File: src/upc_map.svh
// register offsets, field positions and masks of the cell port configuration bank
`ifndef UPC_MAP_SVH
`define UPC_MAP_SVH

// register offsets
`define UPC_OUT_LINK_BASE   8'h00
`define UPC_OUT_GRP_BASE    8'h08
`define UPC_OUT_LINK_EN     8'h10
`define UPC_OUT_GRP_CTL     8'h11
`define UPC_OUT_UDB         8'h12
`define UPC_IN_LINK_BASE    8'h40

// window masks for multi-register blocks
`define UPC_WIN8_MASK       8'hf8
`define UPC_WIN4_MASK       8'hfc

// writable bit masks and register reset value
`define UPC_ADDR_MASK       16'h1f1f
`define UPC_GRP_CTL_MASK    16'h7fff
`define UPC_UDB_MASK        16'h0fff
`define UPC_RESET_VAL       16'h0000

// field positions
`define UPC_STANDBY_BIT     14
`define UPC_CLAV_OVR_BIT    13
`define UPC_DATA_OVR_BIT    12
`define UPC_WIDTH8_BIT      11
`define UPC_SMRST_BIT       9
`define UPC_PAR_TRI_BIT     9
`define UPC_PAR_EVEN_BIT    8

// header word holding the user byte in 16-bit mode
`define UPC_UDB_WORD        5'h02

`endif

File: src/upc_pkg.sv
// types and shared functions of the cell port configuration bank
`default_nettype none
package upc_pkg;

    typedef logic [4:0]       upc_phy_t;
    typedef logic [15:0][4:0] upc_tab_t;

    typedef enum logic [2:0] {
        ST_IDLE  = 3'b001,
        ST_ARMED = 3'b010,
        ST_SEND  = 3'b100
    } upc_port_st_t;

    function automatic logic upc_hit(upc_tab_t tab, logic [15:0] en, upc_phy_t a);
        logic h;
        h = 1'b0;
        for (int i = 0; i < 16; i++) begin
            if (en[i] && tab[i] == a) h = 1'b1;
        end
        return h;
    endfunction

    function automatic logic [3:0] upc_index(upc_tab_t tab, logic [15:0] en, upc_phy_t a);
        logic [3:0] k;
        k = 4'h0;
        for (int i = 15; i >= 0; i--) begin
            if (en[i] && tab[i] == a) k = 4'(i);
        end
        return k;
    endfunction

    function automatic logic upc_parity(logic [15:0] d, logic w8, logic even);
        logic x;
        x = w8 ? ^d[7:0] : ^d;
        return even ? x : ~x;
    endfunction

endpackage
`default_nettype wire

File: src/upc_cfg_if.sv
// configuration carried from the register bank to the receive port logic
`timescale 1ns/1ps
`default_nettype none
interface upc_cfg_if;
    upc_pkg::upc_tab_t link_addr;
    logic [15:0]       link_en;
    logic [7:0][4:0]   grp_addr;
    logic [7:0]        grp_en;
    logic              standby;
    logic              clav_ovr;
    logic              data_ovr;
    logic              width8;
    logic              sm_rst;
    logic              par_even;
    logic              par_tri;
    logic [7:0]        udb;

    modport regs (output link_addr, link_en, grp_addr, grp_en, standby, clav_ovr,
                  data_ovr, width8, sm_rst, par_even, par_tri, udb);
    modport port (input link_addr, link_en, grp_addr, grp_en, standby, clav_ovr,
                  data_ovr, width8, sm_rst, par_even, par_tri, udb);
endinterface
`default_nettype wire

File: src/upc_top.sv
// cell port address and configuration register bank with receive port
//
// The implementer's own choice: the plain strobed port.
`timescale 1ns/1ps
`default_nettype none
`include "upc_map.svh"
module upc_top (
    // clock and reset
    input  wire logic        clk,
    input  wire logic        resetn,
    // register port
    input  wire logic [7:0]  reg_addr,
    input  wire logic [15:0] reg_wdata,
    input  wire logic        reg_wr,
    input  wire logic        reg_rd,
    output logic [15:0]      reg_rdata,
    // receive master side
    input  wire logic [4:0]  atm_rx_addr,
    input  wire logic        atm_rx_enb_n,
    // core cell source
    input  wire logic [23:0] core_cell_avail,
    input  wire logic [15:0] core_word,
    input  wire logic        core_soc,
    output logic             core_take,
    // receive pins
    output logic             rx_cell_available_out,
    output logic             rx_cell_available_out_oe,
    output logic [15:0]      rx_cell_data_out,
    output logic             rx_cell_data_out_oe,
    output logic             rx_cell_start_out,
    output logic             rx_cell_start_out_oe,
    output logic             rx_cell_parity_out,
    output logic             rx_cell_parity_out_oe,
    // transmit address match
    input  wire logic [4:0]  atm_tx_addr,
    output logic             tx_addr_hit,
    output logic [3:0]       tx_hit_link,
    // core control
    output logic             rx_sm_reset,
    output logic             rx_width_8bit
);
    logic [15:0] out_link_r [8];
    logic [15:0] out_grp_r  [4];
    logic [15:0] in_link_r  [8];
    logic [15:0] link_en_r;
    logic [15:0] grp_ctl_r;
    logic [15:0] udb_r;
    logic [15:0] rdata_r;
    logic        tx_hit_r;
    logic [3:0]  tx_link_r;

    upc_cfg_if cfg ();

    function automatic logic in_win(logic [7:0] a, logic [7:0] base, logic [7:0] m);
        return (a & m) == base;
    endfunction

    // address decode
    wire logic sel_out_link = in_win(reg_addr, `UPC_OUT_LINK_BASE, `UPC_WIN8_MASK);
    wire logic sel_out_grp  = in_win(reg_addr, `UPC_OUT_GRP_BASE, `UPC_WIN4_MASK);
    wire logic sel_in_link  = in_win(reg_addr, `UPC_IN_LINK_BASE, `UPC_WIN8_MASK);
    wire logic sel_link_en  = reg_addr == `UPC_OUT_LINK_EN;
    wire logic sel_grp_ctl  = reg_addr == `UPC_OUT_GRP_CTL;
    wire logic sel_udb      = reg_addr == `UPC_OUT_UDB;
    wire logic [2:0] idx8   = reg_addr[2:0];
    wire logic [1:0] idx4   = reg_addr[1:0];
    wire logic [15:0] wdata_addr = reg_wdata & `UPC_ADDR_MASK;

    // read selection; unmapped offsets read zero
    wire logic [15:0] rd_mux = sel_out_link ? out_link_r[idx8] :
                               sel_out_grp  ? out_grp_r[idx4]  :
                               sel_in_link  ? in_link_r[idx8]  :
                               sel_link_en  ? link_en_r        :
                               sel_grp_ctl  ? grp_ctl_r        :
                               sel_udb      ? udb_r            : 16'h0000;

    always_ff @(posedge clk or negedge resetn) begin
        if (!resetn) begin
            for (int i = 0; i < 8; i++) out_link_r[i] <= `UPC_RESET_VAL;
        end else if (reg_wr && sel_out_link) begin
            out_link_r[idx8] <= wdata_addr;
        end
    end

    always_ff @(posedge clk or negedge resetn) begin
        if (!resetn) begin
            for (int i = 0; i < 4; i++) out_grp_r[i] <= `UPC_RESET_VAL;
        end else if (reg_wr && sel_out_grp) begin
            out_grp_r[idx4] <= wdata_addr;
        end
    end

    always_ff @(posedge clk or negedge resetn) begin
        if (!resetn) begin
            for (int i = 0; i < 8; i++) in_link_r[i] <= `UPC_RESET_VAL;
        end else if (reg_wr && sel_in_link) begin
            in_link_r[idx8] <= wdata_addr;
        end
    end

    always_ff @(posedge clk or negedge resetn) begin
        if (!resetn) begin
            link_en_r <= `UPC_RESET_VAL;
            grp_ctl_r <= `UPC_RESET_VAL;
            udb_r     <= `UPC_RESET_VAL;
        end else begin
            if (reg_wr && sel_link_en) link_en_r <= reg_wdata;
            if (reg_wr && sel_grp_ctl) grp_ctl_r <= reg_wdata & `UPC_GRP_CTL_MASK;
            if (reg_wr && sel_udb)     udb_r     <= reg_wdata & `UPC_UDB_MASK;
        end
    end

    always_ff @(posedge clk or negedge resetn) begin
        if (!resetn) begin
            rdata_r <= 16'h0000;
        end else begin
            rdata_r <= reg_rd ? rd_mux : 16'h0000;
        end
    end

    assign reg_rdata = rdata_r;

    // configuration fan-out to the port
    upc_pkg::upc_tab_t out_tab;
    upc_pkg::upc_tab_t in_tab;
    logic [7:0][4:0]   grp_tab;

    always_comb begin
        for (int n = 0; n < 8; n++) begin
            out_tab[n]     = out_link_r[n][4:0];
            out_tab[n + 8] = out_link_r[n][12:8];
            in_tab[n]      = in_link_r[n][4:0];
            in_tab[n + 8]  = in_link_r[n][12:8];
        end
        for (int g = 0; g < 4; g++) begin
            grp_tab[g]     = out_grp_r[g][4:0];
            grp_tab[g + 4] = out_grp_r[g][12:8];
        end
    end

    assign cfg.link_addr = out_tab;
    assign cfg.grp_addr  = grp_tab;
    assign cfg.link_en   = link_en_r;
    assign cfg.grp_en    = grp_ctl_r[7:0];
    assign cfg.standby   = grp_ctl_r[`UPC_STANDBY_BIT];
    assign cfg.clav_ovr  = grp_ctl_r[`UPC_CLAV_OVR_BIT];
    assign cfg.data_ovr  = grp_ctl_r[`UPC_DATA_OVR_BIT];
    assign cfg.width8    = grp_ctl_r[`UPC_WIDTH8_BIT];
    assign cfg.sm_rst    = grp_ctl_r[`UPC_SMRST_BIT];
    assign cfg.par_even  = udb_r[`UPC_PAR_EVEN_BIT];
    assign cfg.par_tri   = udb_r[`UPC_PAR_TRI_BIT];
    assign cfg.udb       = udb_r[7:0];

    assign rx_sm_reset   = cfg.sm_rst;
    assign rx_width_8bit = cfg.width8;

    upc_rx_port u_port (
        .clk                      (clk),
        .resetn                   (resetn),
        .cfg                      (cfg),
        .atm_rx_addr              (atm_rx_addr),
        .atm_rx_enb_n             (atm_rx_enb_n),
        .core_cell_avail          (core_cell_avail),
        .core_word                (core_word),
        .core_soc                 (core_soc),
        .core_take                (core_take),
        .rx_cell_available_out    (rx_cell_available_out),
        .rx_cell_available_out_oe (rx_cell_available_out_oe),
        .rx_cell_data_out         (rx_cell_data_out),
        .rx_cell_data_out_oe      (rx_cell_data_out_oe),
        .rx_cell_start_out        (rx_cell_start_out),
        .rx_cell_start_out_oe     (rx_cell_start_out_oe),
        .rx_cell_parity_out       (rx_cell_parity_out),
        .rx_cell_parity_out_oe    (rx_cell_parity_out_oe)
    );

    // transmit-side address match against in-link table
    wire logic tx_hit_nxt = upc_pkg::upc_hit(in_tab, 16'hffff, atm_tx_addr);
    wire logic [3:0] tx_link_nxt = upc_pkg::upc_index(in_tab, 16'hffff, atm_tx_addr);

    always_ff @(posedge clk or negedge resetn) begin
        if (!resetn) begin
            tx_hit_r  <= 1'b0;
            tx_link_r <= 4'h0;
        end else begin
            tx_hit_r  <= tx_hit_nxt;
            tx_link_r <= tx_link_nxt;
        end
    end

    assign tx_addr_hit = tx_hit_r;
    assign tx_hit_link = tx_link_r;

    // checking helpers
    wire logic poll_hit_chk =
        upc_pkg::upc_hit(out_tab, link_en_r, atm_rx_addr) ||
        upc_pkg::upc_hit({40'h0, grp_tab}, {8'h00, grp_ctl_r[7:0]}, atm_rx_addr);
    wire logic any_oe = rx_cell_available_out_oe | rx_cell_data_out_oe |
                        rx_cell_start_out_oe | rx_cell_parity_out_oe;
    wire logic addr_rd = reg_rd && (sel_out_link || sel_out_grp || sel_in_link);
endmodule
`default_nettype wire

File: src/upc_rx_port.sv
// receive-direction cell port: address poll, select, word output, pin enables
`timescale 1ns/1ps
`default_nettype none
`include "upc_map.svh"
module upc_rx_port (
    // clock and reset
    input  wire logic        clk,
    input  wire logic        resetn,
    // configuration
    upc_cfg_if.port          cfg,
    // master side
    input  wire logic [4:0]  atm_rx_addr,
    input  wire logic        atm_rx_enb_n,
    // core side
    input  wire logic [23:0] core_cell_avail,
    input  wire logic [15:0] core_word,
    input  wire logic        core_soc,
    output logic             core_take,
    // pins
    output logic             rx_cell_available_out,
    output logic             rx_cell_available_out_oe,
    output logic [15:0]      rx_cell_data_out,
    output logic             rx_cell_data_out_oe,
    output logic             rx_cell_start_out,
    output logic             rx_cell_start_out_oe,
    output logic             rx_cell_parity_out,
    output logic             rx_cell_parity_out_oe
);
    upc_pkg::upc_port_st_t st_r, st_nxt;
    logic        clav_r, clav_drv_r, drv_r, soc_r, par_r;
    logic [15:0] data_r;
    logic [4:0]  widx_r;

    wire upc_pkg::upc_tab_t grp_tab  = {40'h0, cfg.grp_addr};
    wire logic [15:0]       grp_en16 = {8'h00, cfg.grp_en};
    wire logic link_hit = upc_pkg::upc_hit(cfg.link_addr, cfg.link_en, atm_rx_addr);
    wire logic grp_hit  = upc_pkg::upc_hit(grp_tab, grp_en16, atm_rx_addr);
    wire logic [3:0] link_idx = upc_pkg::upc_index(cfg.link_addr, cfg.link_en, atm_rx_addr);
    wire logic [3:0] grp_idx  = upc_pkg::upc_index(grp_tab, grp_en16, atm_rx_addr);
    wire logic poll_hit = link_hit | grp_hit;
    wire logic avail    = link_hit ? core_cell_avail[{1'b0, link_idx}]
                                   : core_cell_avail[{2'b10, grp_idx[2:0]}];
    wire logic [4:0] cur_widx = core_soc ? 5'h00 : widx_r;
    wire logic udb_slot = !cfg.width8 && cur_widx == `UPC_UDB_WORD;
    wire logic [15:0] data_nxt = cfg.width8 ? {8'h00, core_word[7:0]} :
                                 udb_slot ? {core_word[15:8], cfg.udb} : core_word;

    assign core_take = (st_r == upc_pkg::ST_SEND) && !atm_rx_enb_n && !cfg.sm_rst;

    always_comb begin
        case (st_r)
            upc_pkg::ST_IDLE:  st_nxt = (atm_rx_enb_n && poll_hit) ? upc_pkg::ST_ARMED
                                                                   : upc_pkg::ST_IDLE;
            upc_pkg::ST_ARMED: st_nxt = !atm_rx_enb_n ? upc_pkg::ST_SEND :
                                        poll_hit ? upc_pkg::ST_ARMED : upc_pkg::ST_IDLE;
            upc_pkg::ST_SEND:  st_nxt = !atm_rx_enb_n ? upc_pkg::ST_SEND :
                                        poll_hit ? upc_pkg::ST_ARMED : upc_pkg::ST_IDLE;
            default:           st_nxt = upc_pkg::ST_IDLE;
        endcase
    end

    always_ff @(posedge clk or negedge resetn) begin
        if (!resetn) begin
            st_r       <= upc_pkg::ST_IDLE;
            clav_r     <= 1'b0;
            clav_drv_r <= 1'b0;
            drv_r      <= 1'b0;
        end else if (cfg.sm_rst) begin
            st_r       <= upc_pkg::ST_IDLE;
            clav_r     <= 1'b0;
            clav_drv_r <= 1'b0;
            drv_r      <= 1'b0;
        end else begin
            st_r       <= st_nxt;
            clav_r     <= poll_hit & avail;
            clav_drv_r <= poll_hit;
            drv_r      <= core_take;
        end
    end

    always_ff @(posedge clk or negedge resetn) begin
        if (!resetn) begin
            data_r <= 16'h0000;
            soc_r  <= 1'b0;
            par_r  <= 1'b0;
            widx_r <= 5'h00;
        end else if (cfg.sm_rst) begin
            soc_r  <= 1'b0;
            widx_r <= 5'h00;
        end else if (core_take) begin
            data_r <= data_nxt;
            soc_r  <= core_soc;
            par_r  <= upc_pkg::upc_parity(data_nxt, cfg.width8, cfg.par_even);
            widx_r <= cur_widx + 5'h01;
        end
    end

    assign rx_cell_available_out    = clav_r;
    assign rx_cell_data_out         = data_r;
    assign rx_cell_start_out        = soc_r;
    assign rx_cell_parity_out       = par_r;
    assign rx_cell_available_out_oe = !cfg.standby && (cfg.clav_ovr || clav_drv_r);
    assign rx_cell_data_out_oe      = !cfg.standby && (cfg.data_ovr || drv_r);
    assign rx_cell_start_out_oe     = rx_cell_data_out_oe;
    assign rx_cell_parity_out_oe    = rx_cell_data_out_oe && !cfg.par_tri;
endmodule
`default_nettype wire

File: config.mk
export PLATFORM = sky130hd
export DESIGN_NAME = upc_top
export DESIGN_NICKNAME = d
export VERILOG_FILES = /design/src/upc_pkg.sv /design/src/upc_cfg_if.sv /design/src/upc_top.sv /design/src/upc_rx_port.sv
export VERILOG_INCLUDE_DIRS = /design/src
export SDC_FILE = /design/constraint.sdc
export NUM_CORES = 1
export LEC_CHECK = 0
export BUFFER_PORTS_ARGS = -buffer_cell sky130_fd_sc_hd__buf_4
export CORE_AREA = 5 5 269 271
export CTS_BUF_LIST = sky130_fd_sc_hd__clkbuf_2
export DETAILED_ROUTE_END_ITERATION = 10
export DIE_AREA = 0 0 274 276
export SLEW_MARGIN = 20
export SYNTH_ARGS = -nofsm -noshare
export SYNTH_HDL_FRONTEND = slang
export SYNTH_SLANG_ARGS = --single-unit
File: constraint.sdc
create_clock -name clk -period 2.5 [get_ports clk]
set_input_delay 0.625 -clock clk [delete_from_list [all_inputs] [get_ports clk]]
set_output_delay 0.625 -clock clk [all_outputs]
set_load 0.02 [all_outputs]
# After elaboration in Yosys (flattened, before gate mapping)
# Index checks and enable logic that the tools add are counted.
# W data, S select, Z words.
[totals] ff_bits=413 input_bits=80 output_inout_bits=47 elab_cells=273
[classes] n_addsub=1 order_cmp=6 eq_ne=49 mux=125 n_bitwise=6 n_reduce_logical=52
[ops] op="$bwmux W128" count=2
[ops] op="$mux W16" count=14
[ops] op="$eq A5 B5 Y1" count=40
[ops] op="$mux W4" count=32
[ops] op="$bmux W16 S3" count=2
[ops] op="$bwmux W64" count=1
[ops] op="$mux W1" count=50
[ops] op="$demux W16 S3" count=1
[ops] op="$logic_and A1 B1 Y1" count=39
[ops] op="$bmux W16 S2" count=1
[ops] op="$demux W16 S2" count=1
[ops] op="$mux W3" count=10
[ops] op="$eq A8 B5 Y1 const B" count=3
[ops] op="$reduce_xor A16 Y1" count=1
[ops] op="$mux W15" count=1
[ops] op="$mux W5" count=3
[ops] op="$mux W12" count=1
[ops] op="$logic_not A8 Y1" count=1
[ops] op="$mux W8" count=1
[ops] op="$reduce_xor A8 Y1" count=1
[ops] op="$eq A6 B2 Y1 const B" count=1
[ops] op="$lt A4 B6 Y1 const B" count=1
[ops] op="$lt A5 B6 Y1 const B" count=1
[ops] op="$pmux W3 S2" count=1
[ops] op="other kinds (23)" count=30

# Longest topological paths before layout
[depth] depth_word=23 ltp_mapped=14 depth_no_buf=10

# Hierarchy
# Synthesis repeated with hierarchy kept, for this count alone.
[hier_totals] hier_cells=1383 area_unflattened_um2=16757.3
[by_module_without_submodules] mod="upc_top" n_inst=1 cells_per_inst=913 area_each_um2=12786.0 seq_area_each_um2=6606.3
[by_module_without_submodules] mod="upc_rx_port" n_inst=1 cells_per_inst=470 area_each_um2=3971.3 seq_area_each_um2=726.9

# Least setup slack after synthesis
# OpenSTA, ideal clock, no wires.
[synth_path] path_kind="input to register" from="input atm_rx_addr[0]" to="register u_port.clav_r (netlist: u_port.rx_cell_available_out)" setup_time_ns=0.128 t_arrival_ns=2.674 required_ns=2.372 slack_ns=-0.302 path_stages=11 path_buffers=3 cell_sequence="buf_4 -> buf_8 -> xnor2_1 -> and3_1 -> or4_1 -> buf_2 -> a31oi_1 -> o211ai_1 -> mux2_2 -> o22ai_1 -> o32ai_1"
[synth_between] elab_chain_len=23 elab_cells_between_ends=104 classes_between="24 x eq/ne; 54 x mux; 2 x bitwise; 24 x reduce/logical"
[synth_lines] element="start, declared" line="upc_top.sv:18" source="input wire logic [4:0] atm_rx_addr,"
[synth_lines] element="$eq A5 B5 Y1" line="upc_pkg.sv:18, upc_pkg.sv:27"
[synth_lines] element="$logic_and A1 B1 Y1" line="upc_pkg.sv:18, upc_pkg.sv:27"
[synth_lines] element="$mux W4 (16 in a row)" line="upc_pkg.sv:27" source="if (en[i] && tab[i] == a) k = 4'(i);"
[synth_lines] element="$bmux W1 S4" line="upc_rx_port.sv:41" source="wire logic avail = link_hit ? core_cell_avail[{1'b0, link_idx}]"
[synth_lines] element="$mux W1 (not written as such)" line="upc_rx_port.sv:41"
[synth_lines] element="$mux W1" line="upc_rx_port.sv:41"
[synth_lines] element="$and A1 B1 Y1 *" line="upc_rx_port.sv:75" source="clav_r <= poll_hit & avail;"
[synth_lines] element="$mux W1 *" line="upc_rx_port.sv:68" source="end else if (cfg.sm_rst) begin"
[synth_lines] element="end signal, assigned" line="upc_rx_port.sv:75"
[synth_lines] element="end, declared" line="upc_rx_port.sv:30" source="logic clav_r, clav_drv_r, drv_r, soc_r, par_r;"
# Mark *: on every way between the ends. The rest lies on a longest branch, timed or not. The select of a mux whose other input is x is not followed.
# A chain may end at the register's enable or synchronous reset.

# Final worst setup path
[layout_path] from="register out_link_r (netlist bit cfg.link_addr[43])" to="register u_port.clav_r (netlist: u_port.rx_cell_available_out)"
[layout_between] elab_chain_len=16 elab_cells_between_ends=25 classes_between="1 x eq/ne; 21 x mux; 2 x bitwise; 1 x reduce/logical"
[layout_lines] element="start, declared" line="upc_top.sv:42" source="logic [15:0] out_link_r [8];"
[layout_lines] element="start signal, assigned by index" line="upc_top.sv:81" source="out_link_r[idx8] <= wdata_addr;"
[layout_lines] element="$eq A5 B5 Y1 *" line="upc_pkg.sv:18, upc_pkg.sv:27"
[layout_lines] element="$logic_and A1 B1 Y1 *"
[layout_lines] element="$mux W4 (9 in a row)" line="upc_pkg.sv:27"
[layout_lines] element="$bmux W1 S4" line="upc_rx_port.sv:41"
[layout_lines] element="$mux W1 (not written as such)" line="upc_rx_port.sv:41"
[layout_lines] element="$mux W1" line="upc_rx_port.sv:41"
[layout_lines] element="$and A1 B1 Y1 *" line="upc_rx_port.sv:75"
[layout_lines] element="$mux W1 *" line="upc_rx_port.sv:68"
# Marks and branches as above.

==> run summary <==
Boundary Pins - 127
worst-path maximum fanout - 4
Arrival @ worst endpoint - 3.57 ns
Synth Instances - 1,380
flops & latches, synth - 293
max-slew violations - 0
clock root buffer - clkbuf_2
Least-Margin Pin Slew - 0.535 ns
clock skew - 0.0650 ns
Syn Area/Cell - 12.0 sq um
P per Cell Area - 487 nW/um^2
Syn-to-layout area delta - 27.6%
startpoint types - register
initial drt markers - 838
worst path cell trace - xor2_1 > nor4_1 > and3_2 > nand2b_1 > a221oi_2 > buf_4 > o211ai_2 > mux2_2 > o22ai_1 > o32ai_1
Synth Cell Area - 16,500 sq um
min-delay src - reg_wdata[12]
first-pass GRT wire length - 80,300 microns
die width - 274 microns
# rows - 97
maximum vdd drop - 0.330 mV
antenna violations before repair - 2
Worst Setup End Kind - register
WL/cell - 19.3 microns
Initial Util - 23.8%
gpl congestion - 0.876
CTS tree - yes
clock-pin slew on the worst setup and hold paths - 0.12 ns
Vias/cell - 4.64
largest net degree at the start of global routing - 71
reg-to-reg startpoint - cfg.link_addr[43]
total gr overflow - 0
Core Region - 69,500 sq um
CTS Buffer Depth - 3
met1 usage in global routing - 19.5%
post-layout util - 30.3%
drc violations - 0
reg-to-reg slack, setup - -0.20 ns
Hold Path Sink - in_link_r[92]
antenna-violating nets left - 0
CP max stage delay - 0.42 ns
Slowest cell on crit path - dfrtp_1
H-tree Lvls - 3
Post-synth EDFFs - 0
Finish-stage setup viols - 2
critical path class - reg -> reg
Die Height - 276 microns
ys flop type - dfrtp_1
CTS Buf Count - 77
routed vias - 12,500
violated checks - setup timing
post-synthesis net count - 1,462
critical path's top delay family - simple AND/OR/NAND/NOR gates
RSZ-0062 raised after global routing - true
Ys Warns - 0
Worst Hold Depth - 2
M3 GR Usage - 3.36%
post-route setup slack - -0.198 ns
TritonRoute pass-1 iters - 5
Leak Pwr - 10.1 nW
met2 global-route usage - 20.9%
number of buffer and inverter stages on the critical path - 1
R2R depth - 10
# clock sinks - 293
Port Buf Inserts - 126
Place WS - -1.08 ns
FMAX - 0.371 GHz
most common cell after layout, fill and taps aside - buf_4
WHS - 0.128 ns
Worst-Skew Late Latency - 0.98 ns
GR peak layer - met2
R2R Path End - u_port.rx_cell_available_out
Routed WL - 52,200 microns
Final HPWL DP - 38,300 microns
crit path time final - 2.70 ns
commonest cells after routing, fill and taps aside - buf_4, dfrtp_1, mux2_2, xor2_1, clkbuf_2
total power - 10.3 mW
Fin. Hold Viols - 0
worst hold path type - in -> reg
maxcap violations - 0
total track usage - 13.6%
Netlist cell types - 64
WP data required - 3.37 ns
status - finished, violations left
Final #Nets - 1,791
sequential area share after synthesis - 44.4%
Filler cells - 7,110
Async S/R FF share, synth - 100%
Slew headroom - 64.0%
Die Area - 75,600 sq um
number of global-route vias before repair - 13,000
fraction of layout cells with a size suffix above 1 - 45.1%
final period utilization - 108%
==> repair_timing <==
item | in CTS | in global routing
setup buffers | 6 | 4
hold buffers | 26 | 0
setup endpoints to repair | 8 | 10
endpoints found under the hold margin | 338 | 0
gates resized for setup | 23 | 13
pin swaps | 8 | 5
==> routing by layer <==
| layer | wire (microns) | part of all wire, % |
|---|---|---|
| met3 | 3750 | 7.2 |
| met5 | 0 | 0 |
| met1 | 24100 | 46 |
| met4 | 684 | 1.3 |
| met2 | 23700 | 45 |
==> worst max path at each step <==
stage | from | depth (start not counted) | end | slack [ns]
5_1_grt | cfg.link_addr[79] | 11 | u_port.rx_cell_available_out | -0.36
3_5_place_dp | atm_rx_addr[4] | 11 | u_port.rx_cell_available_out | -1.08
4_1_cts | u_port.st_r[0] | 5 | core_take | -0.27
3_3_place_gp | atm_rx_addr[4] | 12 | u_port.rx_cell_available_out | -1.07
6_report | cfg.link_addr[43] | 10 | u_port.rx_cell_available_out | -0.20
2_1_floorplan | atm_rx_addr[3] | 12 | u_port.rx_cell_available_out | -0.22
==> through the flow <==
step | TNS, ns | instance area (sq um) | cells
after floorplan | -0.258 | 16600 | 1380
after global placement | -2.99 | 19900 | 2534
after detailed placement | -3.59 | 19900 | 2534
after CTS | -0.534 | 21000 | 2697
after global routing | -0.769 | 21100 | 2704
final | -0.379 | 21100 | 2704
==> kinds of logic after synthesis <==
family | Yosys count | share of synthesized area (%)
simple gates | 288 | 9.29
flops | 293 | 44.4
xor+xnor | 223 | 12.0
fa+ha+maj | 2 | 0.151
mux | 320 | 25.0
compound gates | 144 | 5.89
buf+inv | 110 | 3.34
==> cell usage after synthesis (3+ instances only) <==
cell        n  area share [%]
nor4_2      3            0.23
nor3_1     26            0.79
buf_2      11            0.33
nand2b_1   16            0.61
a41oi_1     8            0.42
or2_2       4            0.15
dfrtp_1   292              44
nand2_1    61             1.4
mux2_2    246              17
nand4_1    11            0.42
a31oi_1     9            0.34
and3_1     16            0.61
a222oi_1   12            0.73
and2_1      5            0.19
buf_1       6            0.14
buf_6       7            0.48
a21oi_1    24            0.73
mux2i_1    24             1.5
nor3b_1     3            0.14
nor2b_1    14            0.53
xor2_1    136             7.2
nor2_1     48             1.1
buf_8       3            0.27
buf_4       6            0.27
mux4_2     50             6.8
o21ai_0    39             1.2
a31o_2      3            0.16
nor4_1     26            0.98
xor2_2      3            0.30
a211oi_1   13            0.59
clkbuf_1   64             1.5
inv_1      12            0.27
a22oi_1     3            0.14
o211ai_1    8            0.36
xnor2_1    84             4.5
o21a_1     11            0.50
nand3_1    39             1.2
==> state kept, by name (all words and copies together) (netlist names), 3 cells and up <==
| register | flops |
|---|---|
| cfg.grp_addr | 40 |
| cfg.link_addr | 80 |
| cfg.link_en | 16 |
| grp_ctl_r | 15 |
| in_link_r | 80 |
| reg_rdata | 16 |
| tx_hit_link | 4 |
| u_port.rx_cell_data_out | 16 |
| u_port.st_r | 3 |
| u_port.widx_r | 5 |
| udb_r | 12 |
==> power breakdown <==
group / switching [mW] / internal [mW]
registers: 0.211 / 4.96
clock network: 2.05 / 1.39
logic: 0.837 / 0.817
==> layout make-up <==
class,instances,area [sq um],share of cell area (%)
Sequential cell,293,7340,34.8
Timing Repair Buffer,348,2980,14.1
Tap cell,940,1180,5.57
Multi-Input combinational cell,977,8860,42.0
Antenna cell,3,7.51,0.0356
Inverter,12,47.5,0.225
Clock inverter,19,128,0.605
Clock buffer,112,561,2.66
(Power assumes the default switching activity.)
